<file path="config.mk">
export PLATFORM = sky130hd
export DESIGN_NAME = cache_tlb_way_reduction
export DESIGN_NICKNAME = d
export VERILOG_FILES = /design/src/logic/cache_tlb_pkg.sv /design/src/logic/way_evt_if.sv /design/src/logic/cache_tlb_way_reduction.sv /design/src/logic/way_err_counter.sv
export SDC_FILE = /design/constraint.sdc
export NUM_CORES = 1
export LEC_CHECK = 0
export BUFFER_PORTS_ARGS = -buffer_cell sky130_fd_sc_hd__clkbuf_2
export CAP_MARGIN = 0
export CORE_MARGIN = 3
export CORE_UTILIZATION = 35
export DETAILED_ROUTE_END_ITERATION = 10
export HOLD_SLACK_MARGIN = 0.06
export PLACE_DENSITY_LB_ADDON = 0.25
export REMOVE_ABC_BUFFERS = 1
export SLEW_MARGIN = 20
export SYNTH_ARGS = -nofsm -noshare
export SYNTH_HDL_FRONTEND = slang
export SYNTH_HIERARCHICAL = 1
export SYNTH_SLANG_ARGS = --single-unit
</file>
<file path="constraint.sdc">
create_clock -name sys_clk -period 3.95 [get_ports sys_clk]
set_clock_uncertainty 0.05 [all_clocks]
set_input_delay 0.5925 -clock sys_clk [delete_from_list [all_inputs] [get_ports sys_clk]]
set_output_delay 0.5925 -clock sys_clk [all_outputs]
set_load 0.1 [all_outputs]
</file>
<file path="src/logic/cache_tlb_pkg.sv">
// Constants, types and helper functions for cache and TLB way reduction
// Summary of operation
// - Count tag and data parity errors per instruction way
// - Count tag, correctable, raw data errors per data way
// - Count tag and data errors per level-2 way
// - Errors above threshold per window trigger reduction
// - Last instruction way: invalidate it, report degradation
// - Else invalidate instruction way, retire it, report
// - Last data way: invalidate it, report degradation
// - Else invalidate data way, retire it, report
// - Write dirty data lines back before invalidating
// - Defer bit holds level-2 reduction until cleared
// - Last level-2 way: invalidate, keep it, report
// - Else invalidate all available ways, retire, report
// - Parity on TLB fields, lock bit majority vote
// - Software read parity error: demap, set urgent flag
// - Set-assoc TLB translation error: demap silently
// - Bad full-assoc tag never hits; locked misses
// - Full-assoc data parity checked only on tag match
// - Fetch data error: instruction exception, record index
// - Load/store data error: data exception, record index
// - Count TLB errors per way against threshold
// - One TLB way left: reactivate reduced way first
// - Then retire TLB way, invalidate it, report
package cache_tlb_pkg;

  // =========================================================
  // Timing and thresholds
  localparam int CLK_MHZ    = 125;
  localparam int WIN_NS     = 1000;
  localparam int WIN_CYC    = WIN_NS * CLK_MHZ / 1000;
  localparam int WIN_W      = 8;
  localparam int ERR_THRESH = 4;
  localparam int CNT_W      = 4;
  localparam int INC_W      = 3;

  // =========================================================
  // Array geometry and reset values
  localparam int IDX_W = 6;
  localparam int TAG_W = 16;
  localparam int TLB_I = 0;
  localparam int TLB_D = 1;
  localparam logic [1:0] L1_ACT_RST  = 2'h3;
  localparam logic [3:0] L2_ACT_RST  = 4'hF;
  localparam logic [1:0] TLB_ACT_RST = 2'h3;

  typedef logic [IDX_W-1:0] idx_t;
  typedef logic [INC_W-1:0] inc_t;

  // =========================================================
  // Helpers
  function automatic inc_t add4(input logic a, input logic b, input logic c, input logic d);
    return inc_t'({2'h0, a}) + inc_t'({2'h0, b}) + inc_t'({2'h0, c}) + inc_t'({2'h0, d});
  endfunction

  function automatic logic one_left(input logic [3:0] a);
    return (a != 4'h0) && ((a & (a - 4'h1)) == 4'h0);
  endfunction

  function automatic logic maj3(input logic [2:0] v);
    return (v[0] & v[1]) | (v[0] & v[2]) | (v[1] & v[2]);
  endfunction

endpackage

</file>
<file path="src/logic/way_evt_if.sv">
// Per-way error increments in, reduction pulses out
`timescale 1ns/1ps
interface way_evt_if #(parameter int N = 2) ();
  cache_tlb_pkg::inc_t [N-1:0] inc;
  logic [N-1:0]                reduce;
  modport counter (input inc, output reduce);
  modport owner   (output inc, input reduce);
endinterface

</file>
<file path="src/logic/cache_tlb_way_reduction.sv">
// Error-driven way reduction for level-1, level-2 caches and TLBs
`timescale 1ns/1ps
module cache_tlb_way_reduction (
  // Clock and reset
  input  wire logic                       sys_clk,
  input  wire logic                       srst,
  // Level-1 instruction cache error events, one bit per way
  input  wire logic [1:0]                 l1i_tag_perr,
  input  wire logic [1:0]                 l1i_data_perr,
  // Level-1 data cache error events
  input  wire logic [1:0]                 l1d_tag_perr,
  input  wire logic [1:0]                 l1d_data_ce,
  input  wire logic [1:0]                 l1d_data_raw_ue,
  // Level-2 cache error events and control
  input  wire logic [3:0]                 l2_tag_ce,
  input  wire logic [3:0]                 l2_tag_ue,
  input  wire logic [3:0]                 l2_data_ce,
  input  wire logic [3:0]                 l2_data_raw_ue,
  input  wire logic                       reduction_defer_bit,
  // Software alternate-space TLB reads, index 0 instruction, 1 data
  input  wire logic [1:0]                 tlb_asi_rd,
  input  wire logic [1:0]                 tlb_asi_perr,
  input  cache_tlb_pkg::idx_t             tlb_asi_idx [2],
  // Translation lookups, index 0 fetch, 1 load/store
  input  wire logic [1:0]                 xl_valid,
  input  wire logic [1:0]                 xl_set_assoc_tlb_perr,
  input  wire logic [1:0]                 xl_set_assoc_tlb_way,
  input  cache_tlb_pkg::idx_t             xl_set_assoc_tlb_idx [2],
  input  wire logic [1:0]                 xl_full_assoc_tlb_match,
  input  wire logic [cache_tlb_pkg::TAG_W-1:0] xl_full_assoc_tlb_tag [2],
  input  wire logic [1:0]                 xl_full_assoc_tlb_tag_par,
  input  wire logic [2:0]                 xl_full_assoc_tlb_lock3 [2],
  input  wire logic [1:0]                 xl_full_assoc_tlb_data_perr,
  input  cache_tlb_pkg::idx_t             xl_full_assoc_tlb_idx [2],
  // Software clears of sticky flags
  input  wire logic                       degrade_clr,
  input  wire logic [1:0]                 urgent_clr,
  // Cache way commands and state
  output logic [1:0]                      l1i_inval_way_q,
  output logic [1:0]                      l1i_active_q,
  output logic [1:0]                      l1d_wb_inval_way_q,
  output logic [1:0]                      l1d_active_q,
  output logic [3:0]                      l2_inval_way_q,
  output logic [3:0]                      l2_active_q,
  output logic [3:0]                      l2_pending_q,
  output logic                            degradation_error_flag_q,
  // TLB commands and state
  output logic [1:0]                      set_assoc_tlb_inval_way_q [2],
  output logic [1:0]                      set_assoc_tlb_active_q [2],
  output logic [1:0]                      demap_q,
  output cache_tlb_pkg::idx_t             demap_idx_q [2],
  output logic                            urgent_instr_tlb_flag_q,
  output logic                            urgent_data_tlb_flag_q,
  // Full-associative lookup results and precise errors
  output logic [1:0]                      full_assoc_tlb_hit_q,
  output logic [1:0]                      full_assoc_tlb_locked_q,
  output logic [1:0]                      full_assoc_tlb_lock_miss_q,
  output logic                            instr_access_err_q,
  output logic                            data_access_err_q,
  output logic [cache_tlb_pkg::IDX_W:0]   instruction_fault_status_q,
  output logic [cache_tlb_pkg::IDX_W:0]   data_fault_status_q
);

  // =========================================================
  // Error counters
  way_evt_if #(.N(2)) l1i_ev ();
  way_evt_if #(.N(2)) l1d_ev ();
  way_evt_if #(.N(4)) l2_ev ();

  for (genvar w = 0; w < 2; w++) begin : g_l1
    assign l1i_ev.inc[w] = cache_tlb_pkg::add4(l1i_tag_perr[w], l1i_data_perr[w],
                                               1'b0, 1'b0);
    assign l1d_ev.inc[w] = cache_tlb_pkg::add4(l1d_tag_perr[w], l1d_data_ce[w],
                                               l1d_data_raw_ue[w], 1'b0);
  end

  for (genvar w = 0; w < 4; w++) begin : g_l2
    assign l2_ev.inc[w] = cache_tlb_pkg::add4(l2_tag_ce[w], l2_tag_ue[w],
                                              l2_data_ce[w], l2_data_raw_ue[w]);
  end

  way_err_counter #(.N(2)) u_l1i_cnt (.sys_clk(sys_clk), .srst(srst), .ev(l1i_ev));
  way_err_counter #(.N(2)) u_l1d_cnt (.sys_clk(sys_clk), .srst(srst), .ev(l1d_ev));
  way_err_counter #(.N(4)) u_l2_cnt  (.sys_clk(sys_clk), .srst(srst), .ev(l2_ev));

  // =========================================================
  // Level-1 reduction
  wire [1:0] l1i_red;
  wire [1:0] l1d_red;
  wire [1:0] l1i_keep;
  wire [1:0] l1d_keep;

  assign l1i_red  = l1i_ev.reduce;
  assign l1d_red  = l1d_ev.reduce;
  // Never retire the last way: it is only flushed
  assign l1i_keep = ((l1i_active_q & ~l1i_red) == 2'h0) ? l1i_active_q
                                                        : (l1i_active_q & ~l1i_red);
  assign l1d_keep = ((l1d_active_q & ~l1d_red) == 2'h0) ? l1d_active_q
                                                        : (l1d_active_q & ~l1d_red);

  always_ff @(posedge sys_clk) begin
    if (srst) begin
      l1i_active_q       <= cache_tlb_pkg::L1_ACT_RST;
      l1d_active_q       <= cache_tlb_pkg::L1_ACT_RST;
      l1i_inval_way_q    <= 2'h0;
      l1d_wb_inval_way_q <= 2'h0;
    end else begin
      l1i_active_q       <= l1i_keep;
      l1d_active_q       <= l1d_keep;
      l1i_inval_way_q    <= l1i_red;
      l1d_wb_inval_way_q <= l1d_red;
    end
  end

  // =========================================================
  // Level-2 reduction, serialised lowest pending way first
  wire [3:0] l2_sel;
  wire       l2_go;
  wire       l2_last;

  assign l2_sel  = l2_pending_q & (~l2_pending_q + 4'h1);
  assign l2_go   = !reduction_defer_bit && (l2_pending_q != 4'h0);
  assign l2_last = cache_tlb_pkg::one_left(l2_active_q);

  always_ff @(posedge sys_clk) begin
    if (srst) begin
      l2_pending_q <= 4'h0;
    end else begin
      l2_pending_q <= (l2_pending_q & ~(l2_go ? l2_sel : 4'h0)) | l2_ev.reduce;
    end
  end

  always_ff @(posedge sys_clk) begin
    if (srst) begin
      l2_active_q    <= cache_tlb_pkg::L2_ACT_RST;
      l2_inval_way_q <= 4'h0;
    end else if (l2_go && l2_last) begin
      l2_inval_way_q <= l2_sel;
    end else if (l2_go) begin
      l2_inval_way_q <= l2_active_q | l2_sel;
      l2_active_q    <= l2_active_q & ~l2_sel;
    end else begin
      l2_inval_way_q <= 4'h0;
    end
  end

  // =========================================================
  // TLB parity handling and set-associative reduction
  logic [1:0] tag_err;
  logic [1:0] locked;
  logic [1:0] hit;
  logic [1:0] asi_err;
  logic [1:0] set_assoc_tlb_err;
  logic [1:0] dat_err;
  logic [1:0] set_assoc_tlb_red [2];
  logic [1:0] urgent_q;
  logic [1:0] exc_q;
  logic [cache_tlb_pkg::IDX_W:0] fault_q [2];

  for (genvar t = 0; t < 2; t++) begin : g_tlb
    way_evt_if #(.N(2)) s_ev ();
    wire [1:0] base;

    for (genvar w = 0; w < 2; w++) begin : g_w
      assign s_ev.inc[w] = cache_tlb_pkg::add4(set_assoc_tlb_err[t] && (xl_set_assoc_tlb_way[t] == 1'(w)),
                                               1'b0, 1'b0, 1'b0);
    end
    way_err_counter #(.N(2)) u_cnt (.sys_clk(sys_clk), .srst(srst), .ev(s_ev));
    assign set_assoc_tlb_red[t] = s_ev.reduce;
    assign base = cache_tlb_pkg::one_left({2'h0, set_assoc_tlb_active_q[t]}) ? 2'h3
                                                                  : set_assoc_tlb_active_q[t];

    assign tag_err[t]  = ^{xl_full_assoc_tlb_tag[t], xl_full_assoc_tlb_tag_par[t]};
    assign locked[t]   = cache_tlb_pkg::maj3(xl_full_assoc_tlb_lock3[t]);
    assign hit[t]      = xl_valid[t] && xl_full_assoc_tlb_match[t] && !tag_err[t];
    assign dat_err[t]  = hit[t] && xl_full_assoc_tlb_data_perr[t];
    assign asi_err[t]  = tlb_asi_rd[t] && tlb_asi_perr[t];
    assign set_assoc_tlb_err[t] = xl_valid[t] && xl_set_assoc_tlb_perr[t];

    always_ff @(posedge sys_clk) begin
      if (srst) begin
        set_assoc_tlb_active_q[t]    <= cache_tlb_pkg::TLB_ACT_RST;
        set_assoc_tlb_inval_way_q[t] <= 2'h0;
      end else begin
        // Simultaneous reduction pulses on both ways keep the reactivated set
        set_assoc_tlb_active_q[t]    <= ((base & ~set_assoc_tlb_red[t]) == 2'h0 || set_assoc_tlb_red[t] == 2'h0)
                               ? (set_assoc_tlb_red[t] == 2'h0 ? set_assoc_tlb_active_q[t] : base)
                               : (base & ~set_assoc_tlb_red[t]);
        set_assoc_tlb_inval_way_q[t] <= set_assoc_tlb_red[t];
      end
    end

    always_ff @(posedge sys_clk) begin
      if (srst) begin
        demap_q[t]     <= 1'b0;
        demap_idx_q[t] <= '0;
      end else begin
        demap_q[t]     <= asi_err[t] || set_assoc_tlb_err[t];
        demap_idx_q[t] <= asi_err[t] ? tlb_asi_idx[t] : xl_set_assoc_tlb_idx[t];
      end
    end

    always_ff @(posedge sys_clk) begin
      if (srst) begin
        urgent_q[t]         <= 1'b0;
        full_assoc_tlb_hit_q[t]       <= 1'b0;
        full_assoc_tlb_locked_q[t]    <= 1'b0;
        full_assoc_tlb_lock_miss_q[t] <= 1'b0;
        exc_q[t]            <= 1'b0;
        fault_q[t]          <= '0;
      end else begin
        urgent_q[t]         <= asi_err[t] || (urgent_q[t] && !urgent_clr[t]);
        full_assoc_tlb_hit_q[t]       <= hit[t];
        full_assoc_tlb_locked_q[t]    <= hit[t] && locked[t];
        full_assoc_tlb_lock_miss_q[t] <= xl_valid[t] && xl_full_assoc_tlb_match[t] && tag_err[t] && locked[t];
        exc_q[t]            <= dat_err[t];
        fault_q[t]          <= dat_err[t] ? {1'b1, xl_full_assoc_tlb_idx[t]} : fault_q[t];
      end
    end
  end

  assign urgent_instr_tlb_flag_q    = urgent_q[cache_tlb_pkg::TLB_I];
  assign urgent_data_tlb_flag_q     = urgent_q[cache_tlb_pkg::TLB_D];
  assign instr_access_err_q         = exc_q[cache_tlb_pkg::TLB_I];
  assign data_access_err_q          = exc_q[cache_tlb_pkg::TLB_D];
  assign instruction_fault_status_q = fault_q[cache_tlb_pkg::TLB_I];
  assign data_fault_status_q        = fault_q[cache_tlb_pkg::TLB_D];

  // =========================================================
  // Degradation report, set wins over clear
  wire degrade_set;

  assign degrade_set = (l1i_red != 2'h0) || (l1d_red != 2'h0) || l2_go
                       || (set_assoc_tlb_red[0] != 2'h0) || (set_assoc_tlb_red[1] != 2'h0);

  always_ff @(posedge sys_clk) begin
    if (srst) begin
      degradation_error_flag_q <= 1'b0;
    end else begin
      degradation_error_flag_q <= degrade_set || (degradation_error_flag_q && !degrade_clr);
    end
  end
endmodule

</file>
<file path="src/logic/way_err_counter.sv">
// Windowed per-way error counter raising a reduction pulse
`timescale 1ns/1ps
module way_err_counter #(
  parameter int N = 2
) (
  // Clock and reset
  input wire logic   sys_clk,
  input wire logic   srst,
  // Events and reduction pulses
  way_evt_if.counter ev
);

  logic [cache_tlb_pkg::WIN_W-1:0] win_q;
  logic [cache_tlb_pkg::CNT_W-1:0] cnt_q [N];
  logic [cache_tlb_pkg::CNT_W-1:0] sum   [N];
  logic [N-1:0]                    over;
  logic [N-1:0]                    red_q;
  wire                             win_end;

  assign win_end = (win_q == cache_tlb_pkg::WIN_W'(cache_tlb_pkg::WIN_CYC - 1));
  assign ev.reduce = red_q;

  for (genvar i = 0; i < N; i++) begin : g_way
    assign sum[i]  = cnt_q[i] + cache_tlb_pkg::CNT_W'(ev.inc[i]);
    assign over[i] = sum[i] > cache_tlb_pkg::CNT_W'(cache_tlb_pkg::ERR_THRESH);

    always_ff @(posedge sys_clk) begin
      if (srst || win_end || over[i]) begin
        cnt_q[i] <= '0;
      end else begin
        cnt_q[i] <= sum[i];
      end
    end

  end

  always_ff @(posedge sys_clk) begin
    if (srst || win_end) begin
      win_q <= '0;
    end else begin
      win_q <= win_q + 1'b1;
    end
  end

  always_ff @(posedge sys_clk) begin
    if (srst) begin
      red_q <= '0;
    end else begin
      red_q <= over;
    end
  end
endmodule

</file>
# [After elaboration in Yosys (flattened, before gate mapping)]
# Memories as Yosys holds them, arrays and structs flattened.
# Cells that the tools add are included.
[totals] reg_bits=105 ram_bits=62 word_cells=294 memories=6
[mem_list] name="u_l2_cnt.cnt_q" depth=4 word_bits=4 rd=4 rd_ports_with_merged_regs=0 wr=4 line="way_err_counter.sv:14" source="logic [cache_tlb_pkg::CNT_W-1:0] cnt_q [N];"
[mem_list] name="fault_q" depth=2 word_bits=7 rd=2 rd_ports_with_merged_regs=0 wr=2 line="cache_tlb_way_reduction.sv:158" source="logic [cache_tlb_pkg::IDX_W:0] fault_q [2];"
[mem_list] name="g_tlb[0].u_cnt.cnt_q" depth=2 word_bits=4 rd=2 rd_ports_with_merged_regs=0 wr=2 line="way_err_counter.sv:14"
[mem_list] name="g_tlb[1].u_cnt.cnt_q" depth=2 word_bits=4 rd=2 rd_ports_with_merged_regs=0 wr=2 line="way_err_counter.sv:14"
[mem_list] name="u_l1d_cnt.cnt_q" depth=2 word_bits=4 rd=2 rd_ports_with_merged_regs=0 wr=2 line="way_err_counter.sv:14"
[mem_list] name="u_l1i_cnt.cnt_q" depth=2 word_bits=4 rd=2 rd_ports_with_merged_regs=0 wr=2 line="way_err_counter.sv:14"
[op_classes] n_addsub=39 magnitude_cmp=12 eq_ne=7 mux=66 n_bitwise=46 reduce_logical=82
[op_table] op="$mux 4" n=15
[op_table] op="$gt 4x3->1 const B" n=12
[op_table] op="$add 8x1->8 const B" n=5
[op_table] op="$eq 8x7->1 const B" n=5
[op_table] op="$mux 1" n=39
[op_table] op="$reduce_xor 17->1" n=2
[op_table] op="$logic_and 1x1->1" n=28
[op_table] op="$logic_or 1x1->1" n=28
[op_table] op="$mux 7" n=4
[op_table] op="$add 4x3->4" n=6
[op_table] op="$add 2x1->3" n=6
[op_table] op="$or 1x1->1" n=18
[op_table] op="$add 1x1->2" n=8
[op_table] op="$add 4x1->4" n=4
[op_table] op="$and 4x4->4" n=4
[op_table] op="$add 3x1->3" n=4
[op_table] op="$logic_not 2->1" n=6
[op_table] op="$logic_not 4->1" n=3
[op_table] op="$mux 2" n=6
[op_table] op="$mux 6" n=2
[op_table] op="$not 4->4" n=3
[op_table] op="$reduce_bool 2->1" n=6
[op_table] op="$add 4x2->4" n=2
[op_table] op="$and 2x2->2" n=4
[op_table] op="12 further kinds" n=32

# [Depth between registers and ports, before layout]
[depth] word_depth=9 depth_mapped=11 depth_no_buf=11

# [Cells and area by module]
# The synthesis kept the hierarchy.
[by_module_without_submodules] module="way_err_counter at g_tlb[0].u_cnt ..." instances=4 cells_per_inst=90 area_each_um2=870.8 seq_area_each_um2=360.3
[by_module_without_submodules] module="cache_tlb_way_reduction" instances=1 cells_per_inst=323 area_each_um2=3100.5 seq_area_each_um2=1341.3
[by_module_without_submodules] module="way_err_counter at u_l2_cnt" instances=1 cells_per_inst=134 area_each_um2=1350.0 seq_area_each_um2=560.5

# [Worst setup path after synthesis]
# No wires, ideal clock.
[synth_path] path_type="input to register" from="in l2_tag_ce[1]" to="reg u_l2_cnt.red_q[1] (netlist: u_l2_cnt/ev.reduce[1])" setup_time_ps=114 t_arrival_ps=2928 required_ps=3786 path_slack_ps=858 path_stages=11 path_buffers=0 cell_sequence="inv_1 -> fa_1 -> inv_1 -> ha_1 -> ha_1 -> inv_1 -> fa_1 -> xor2_1 -> a21oi_1 -> or4_4 -> nor2b_1"
[synth_rtl] element="from (decl)" line="cache_tlb_way_reduction.sv:15" source="input wire logic [3:0] l2_tag_ce,"
[synth_rtl] element="to (signal assigned)" line="way_err_counter.sv:49" source="red_q <= over;"
[synth_rtl] element="to (decl)" line="way_err_counter.sv:17" source="logic [N-1:0] red_q;"

==> impl_metrics.yaml <==
clocking:
  clockRootBuffer: "clkbuf_16"
  cts.sinks: 167
  cts_tree: "yes"
  cts_buffers: 17
  clk_latency_ns: 0.42
  post_cts_buffers: 0
  hold_buffers: 0
  clockBufferDepth: 2
  cts_resized: 0
  clkTransAtPathRegs_ns: 0.06
  htreeDepth: 4
timing:
  rsz0062_at_grt: "no"
  fin_crit_sh_pct: 73.0
  timing.fmax_ghz: 0.347
  maxSlewViolCount: 0
  final.min_clock_period_ns: 2.89
  tns_ns: 0
  slew_headroom_pct: 33.4
  hold_viol: 0
  hold_slack_ns: 0.344
  tightest_slew_ns: 0.986
  setup_viol: 0
yosys:
  synth_seq_cells: 167
  synth_top_cell_area_share_pct: 42.1
  yosys_warnings: 6
  postSynthAreaPerCell_um2: 9.71
  yosysSeqAreaShare_pct: 42.1
  netlist_area_mm2: 0.00793
  synth-edff-count: 0
  synthTopCellsByArea: "dfxtp_1 42%, ha_1 8.8%, fa_1 4.5%"
  yosysTopAreaCell: "dfxtp_1"
  synthFlopType: "dfxtp_1"
  ys_types: 57
  async_flop_share_pct: 0
  synthCells: 817
setup_path:
  r2r_start: "u_l2_cnt/cnt_q[0][0]$_SDFF_PP0_"
  cpMostUsedCell: "inv_1"
  r2r_slack_ns: 1.96
  crit_arrival_ns: 3.17
  endpoint_kind: "register"
  path_max_fanout: 4
  critPathSlowestCell: "fa_1"
  timing.rr.end: "u_l2_cnt/cnt_q[0][2]$_SDFF_PP0_"
  start_kind: "input port"
  cp_slowest_stage_delay_ns: 0.56
  required_ns: 4.23
  path_cells: "clkbuf_2 > inv_1 > fa_1 > inv_1 > ha_1 > ha_1 > inv_1 > fa_1 > nand2b_1 > a221oi_1 > o311a_1 > nor3b_1"
  setup.worst_path.class: "input port to register"
  rr_worst_depth: 6
power_and_ir_drop:
  ir_drop_uv: 260
  leakage_nw: 4.56
  power_density_mw_per_mm2: 477
place:
  placed_area_mm2: 0.00926
  gp_congestion: 0.765
  port_buffers: 188
  dp_hpwl_mm: 13.7
die:
  start_util_pct: 36.0
  die_area_mm2: 0.0245
  die_w_um: 157
  die_y_um: 157
  rows: 54
  io_pins: 189
  coreArea_mm2: 0.0220
finish:
  nets: 1231
  drive_gt1_share_pct: 23.9
  fin_area_mm2: 0.00980
  syn2layout_area_growth_pct: 23.5
  n_antenna_cell: 0
  fin_util_pct: 44.5
global_route:
  antenna_found_initial: 1
  grt_pass1_vias: 6004
  grt-ovfl-total: 0
  grt_pass1_wl_mm: 28.1
  grt_max_degree: 49
  grt_util_all_layers_pct: 14.3
route:
  dr.pass1.iters: 4
  ant_nets: 0
  wl_per_cell_um: 13.0
  drc: 0
  drt_iter0_markers: 285
  via_per_inst: 4.62
  via_count: 6129
  routed_wl_mm: 17.2
run_status:
  status: "finished clean"
min_path:
  hold_end: "demap_idx_q[7]$_SDFF_PP0_"
  hold_depth: 3
  worstHoldStart: "xl_set_assoc_tlb_idx[7]"
  worst_hold_path_type: "input port to register"
job:
  drv_cap: 0
## worst max-delay path: cells and delay by family
| family | cells | cell delay (ns) |
|---|---|---|
| AO/OA/AOI/OAI | 2 | 0.52 |
| adder cells (fa/ha/maj) | 4 | 1.56 |
| buffers and inverters | 4 | 0.22 |
| AND/OR/NAND/NOR | 2 | 0.28 |
## layout make-up
| type | count | area (µm²) |
|---|---|---|
| clock inverters | 12 | 105 |
| flip-flops and latches | 167 | 3340 |
| multi-input cells | 572 | 4270 |
| inverters | 87 | 327 |
| clock buffers | 20 | 437 |
| well taps | 280 | 350 |
| repair buffers | 190 | 968 |
| fillers | 2173 | 12200 |
## power breakdown
group          internal, W  total [W]  switching, W
Combinational     0.000399    0.00125      0.000848
Sequential         0.00181    0.00190     0.0000874
Clock             0.000866    0.00153      0.000664
Total              0.00308    0.00468       0.00160
## Yosys cell counts, types with 6 or more instances
| cell type | number |
|---|---|
| conb_1 | 6 |
| ha_1 | 56 |
| and3_1 | 11 |
| nand2_1 | 39 |
| xor2_1 | 17 |
| nand3_1 | 34 |
| nand2b_1 | 27 |
| o21a_1 | 8 |
| xnor2_1 | 34 |
| nor2b_1 | 19 |
| inv_1 | 87 |
| fa_1 | 18 |
| nor4_1 | 27 |
| clkbuf_1 | 7 |
| o221ai_1 | 8 |
| o211a_1 | 8 |
| o21ai_0 | 26 |
| or3_1 | 12 |
| dfxtp_1 | 167 |
| mux2i_1 | 7 |
| or2b_2 | 12 |
| nor2_1 | 51 |
| nand4_1 | 6 |
| a21oi_1 | 62 |
## cells by family after synthesis
logic type	share of synthesized area, %
AOI/OAI and AO/OA	11.5
xor gates and xnor gates	7.65
adders and majority gates	13.4
buffers and inverters	5.13
DFF	42.1
muxes	1.17
other	0.284
and+or+nand+nor	18.8
## per-stage QoR
step | instances | power [W] | worst slack, ns
detailed placement | 1296 | 0.00320 | 0.639
global placement | 1296 | 0.00319 | 0.701
finish | 1328 | 0.00468 | 1.06
CTS | 1328 | 0.00476 | 1.10
global route | 1328 | 0.00493 | 0.873
floorplan | 826 | 0.00290 | 0.858
## cells in the final DEF (no fill, tap or decap), drive strengths merged, types with 6 or more instances in the layout
| master | netlist | routed |
|---|---|---|
| ha | 56 | 56 |
| or2b | 12 | 12 |
| nand2b | 27 | 27 |
| clkbuf | 7 | 208 |
| nor4 | 27 | 27 |
| nand4 | 10 | 10 |
| nor3 | 8 | 8 |
| o21a | 8 | 8 |
| nor2b | 19 | 19 |
| xnor2 | 34 | 34 |
| xnor3 | 6 | 6 |
| mux2i | 8 | 8 |
| o21ai | 26 | 26 |
| o211a | 8 | 8 |
| clkinv | 0 | 8 |
| or3 | 12 | 12 |
| and3 | 11 | 11 |
| xor2 | 17 | 17 |
| o221ai | 8 | 8 |
| a21oi | 62 | 62 |
| nand3 | 34 | 34 |
| nand2 | 39 | 39 |
| inv | 87 | 88 |
| dfxtp | 167 | 167 |
| fa | 18 | 18 |
| nor2 | 51 | 51 |
| conb | 6 | 28 |
## metal layers
layer  GRT usage (%)  routed length [µm]
met5               0                  11
met2            25.4                8380
met3            3.57                1040
met1            16.8                7570
met4            4.75                 204
## worst max path at each step
stage          slack [ns]                                to    startpoint
2_1_floorplan        0.86  u_l2_cnt/ev.reduce[1]$_SDFF_PP0_  l2_tag_ce[1]
3_3_place_gp         0.70  u_l2_cnt/ev.reduce[1]$_SDFF_PP0_  l2_tag_ce[1]
3_5_place_dp         0.64   u_l2_cnt/cnt_q[2][1]$_SDFF_PP0_  l2_tag_ce[2]
4_1_cts              1.10   u_l2_cnt/cnt_q[2][1]$_SDFF_PP0_  l2_tag_ce[2]
5_1_grt              0.87   u_l2_cnt/cnt_q[0][2]$_SDFF_PP0_  l2_tag_ce[0]
6_report             1.06   u_l2_cnt/cnt_q[2][1]$_SDFF_PP0_  l2_tag_ce[2]
## registers in the layout, summed over array words and instances, names as in the netlist, 8 cells and up
signal	count
u_l1i_cnt/win_q	8
u_l1i_cnt/cnt_q	8
g_tlb.u_cnt/cnt_q	16
u_l1d_cnt/cnt_q	8
u_l2_cnt/cnt_q	16
u_l1d_cnt/win_q	8
u_l2_cnt/win_q	8
fault_q	14
demap_idx_q	12
g_tlb.u_cnt/win_q	16
(Power assumes the default switching activity.)
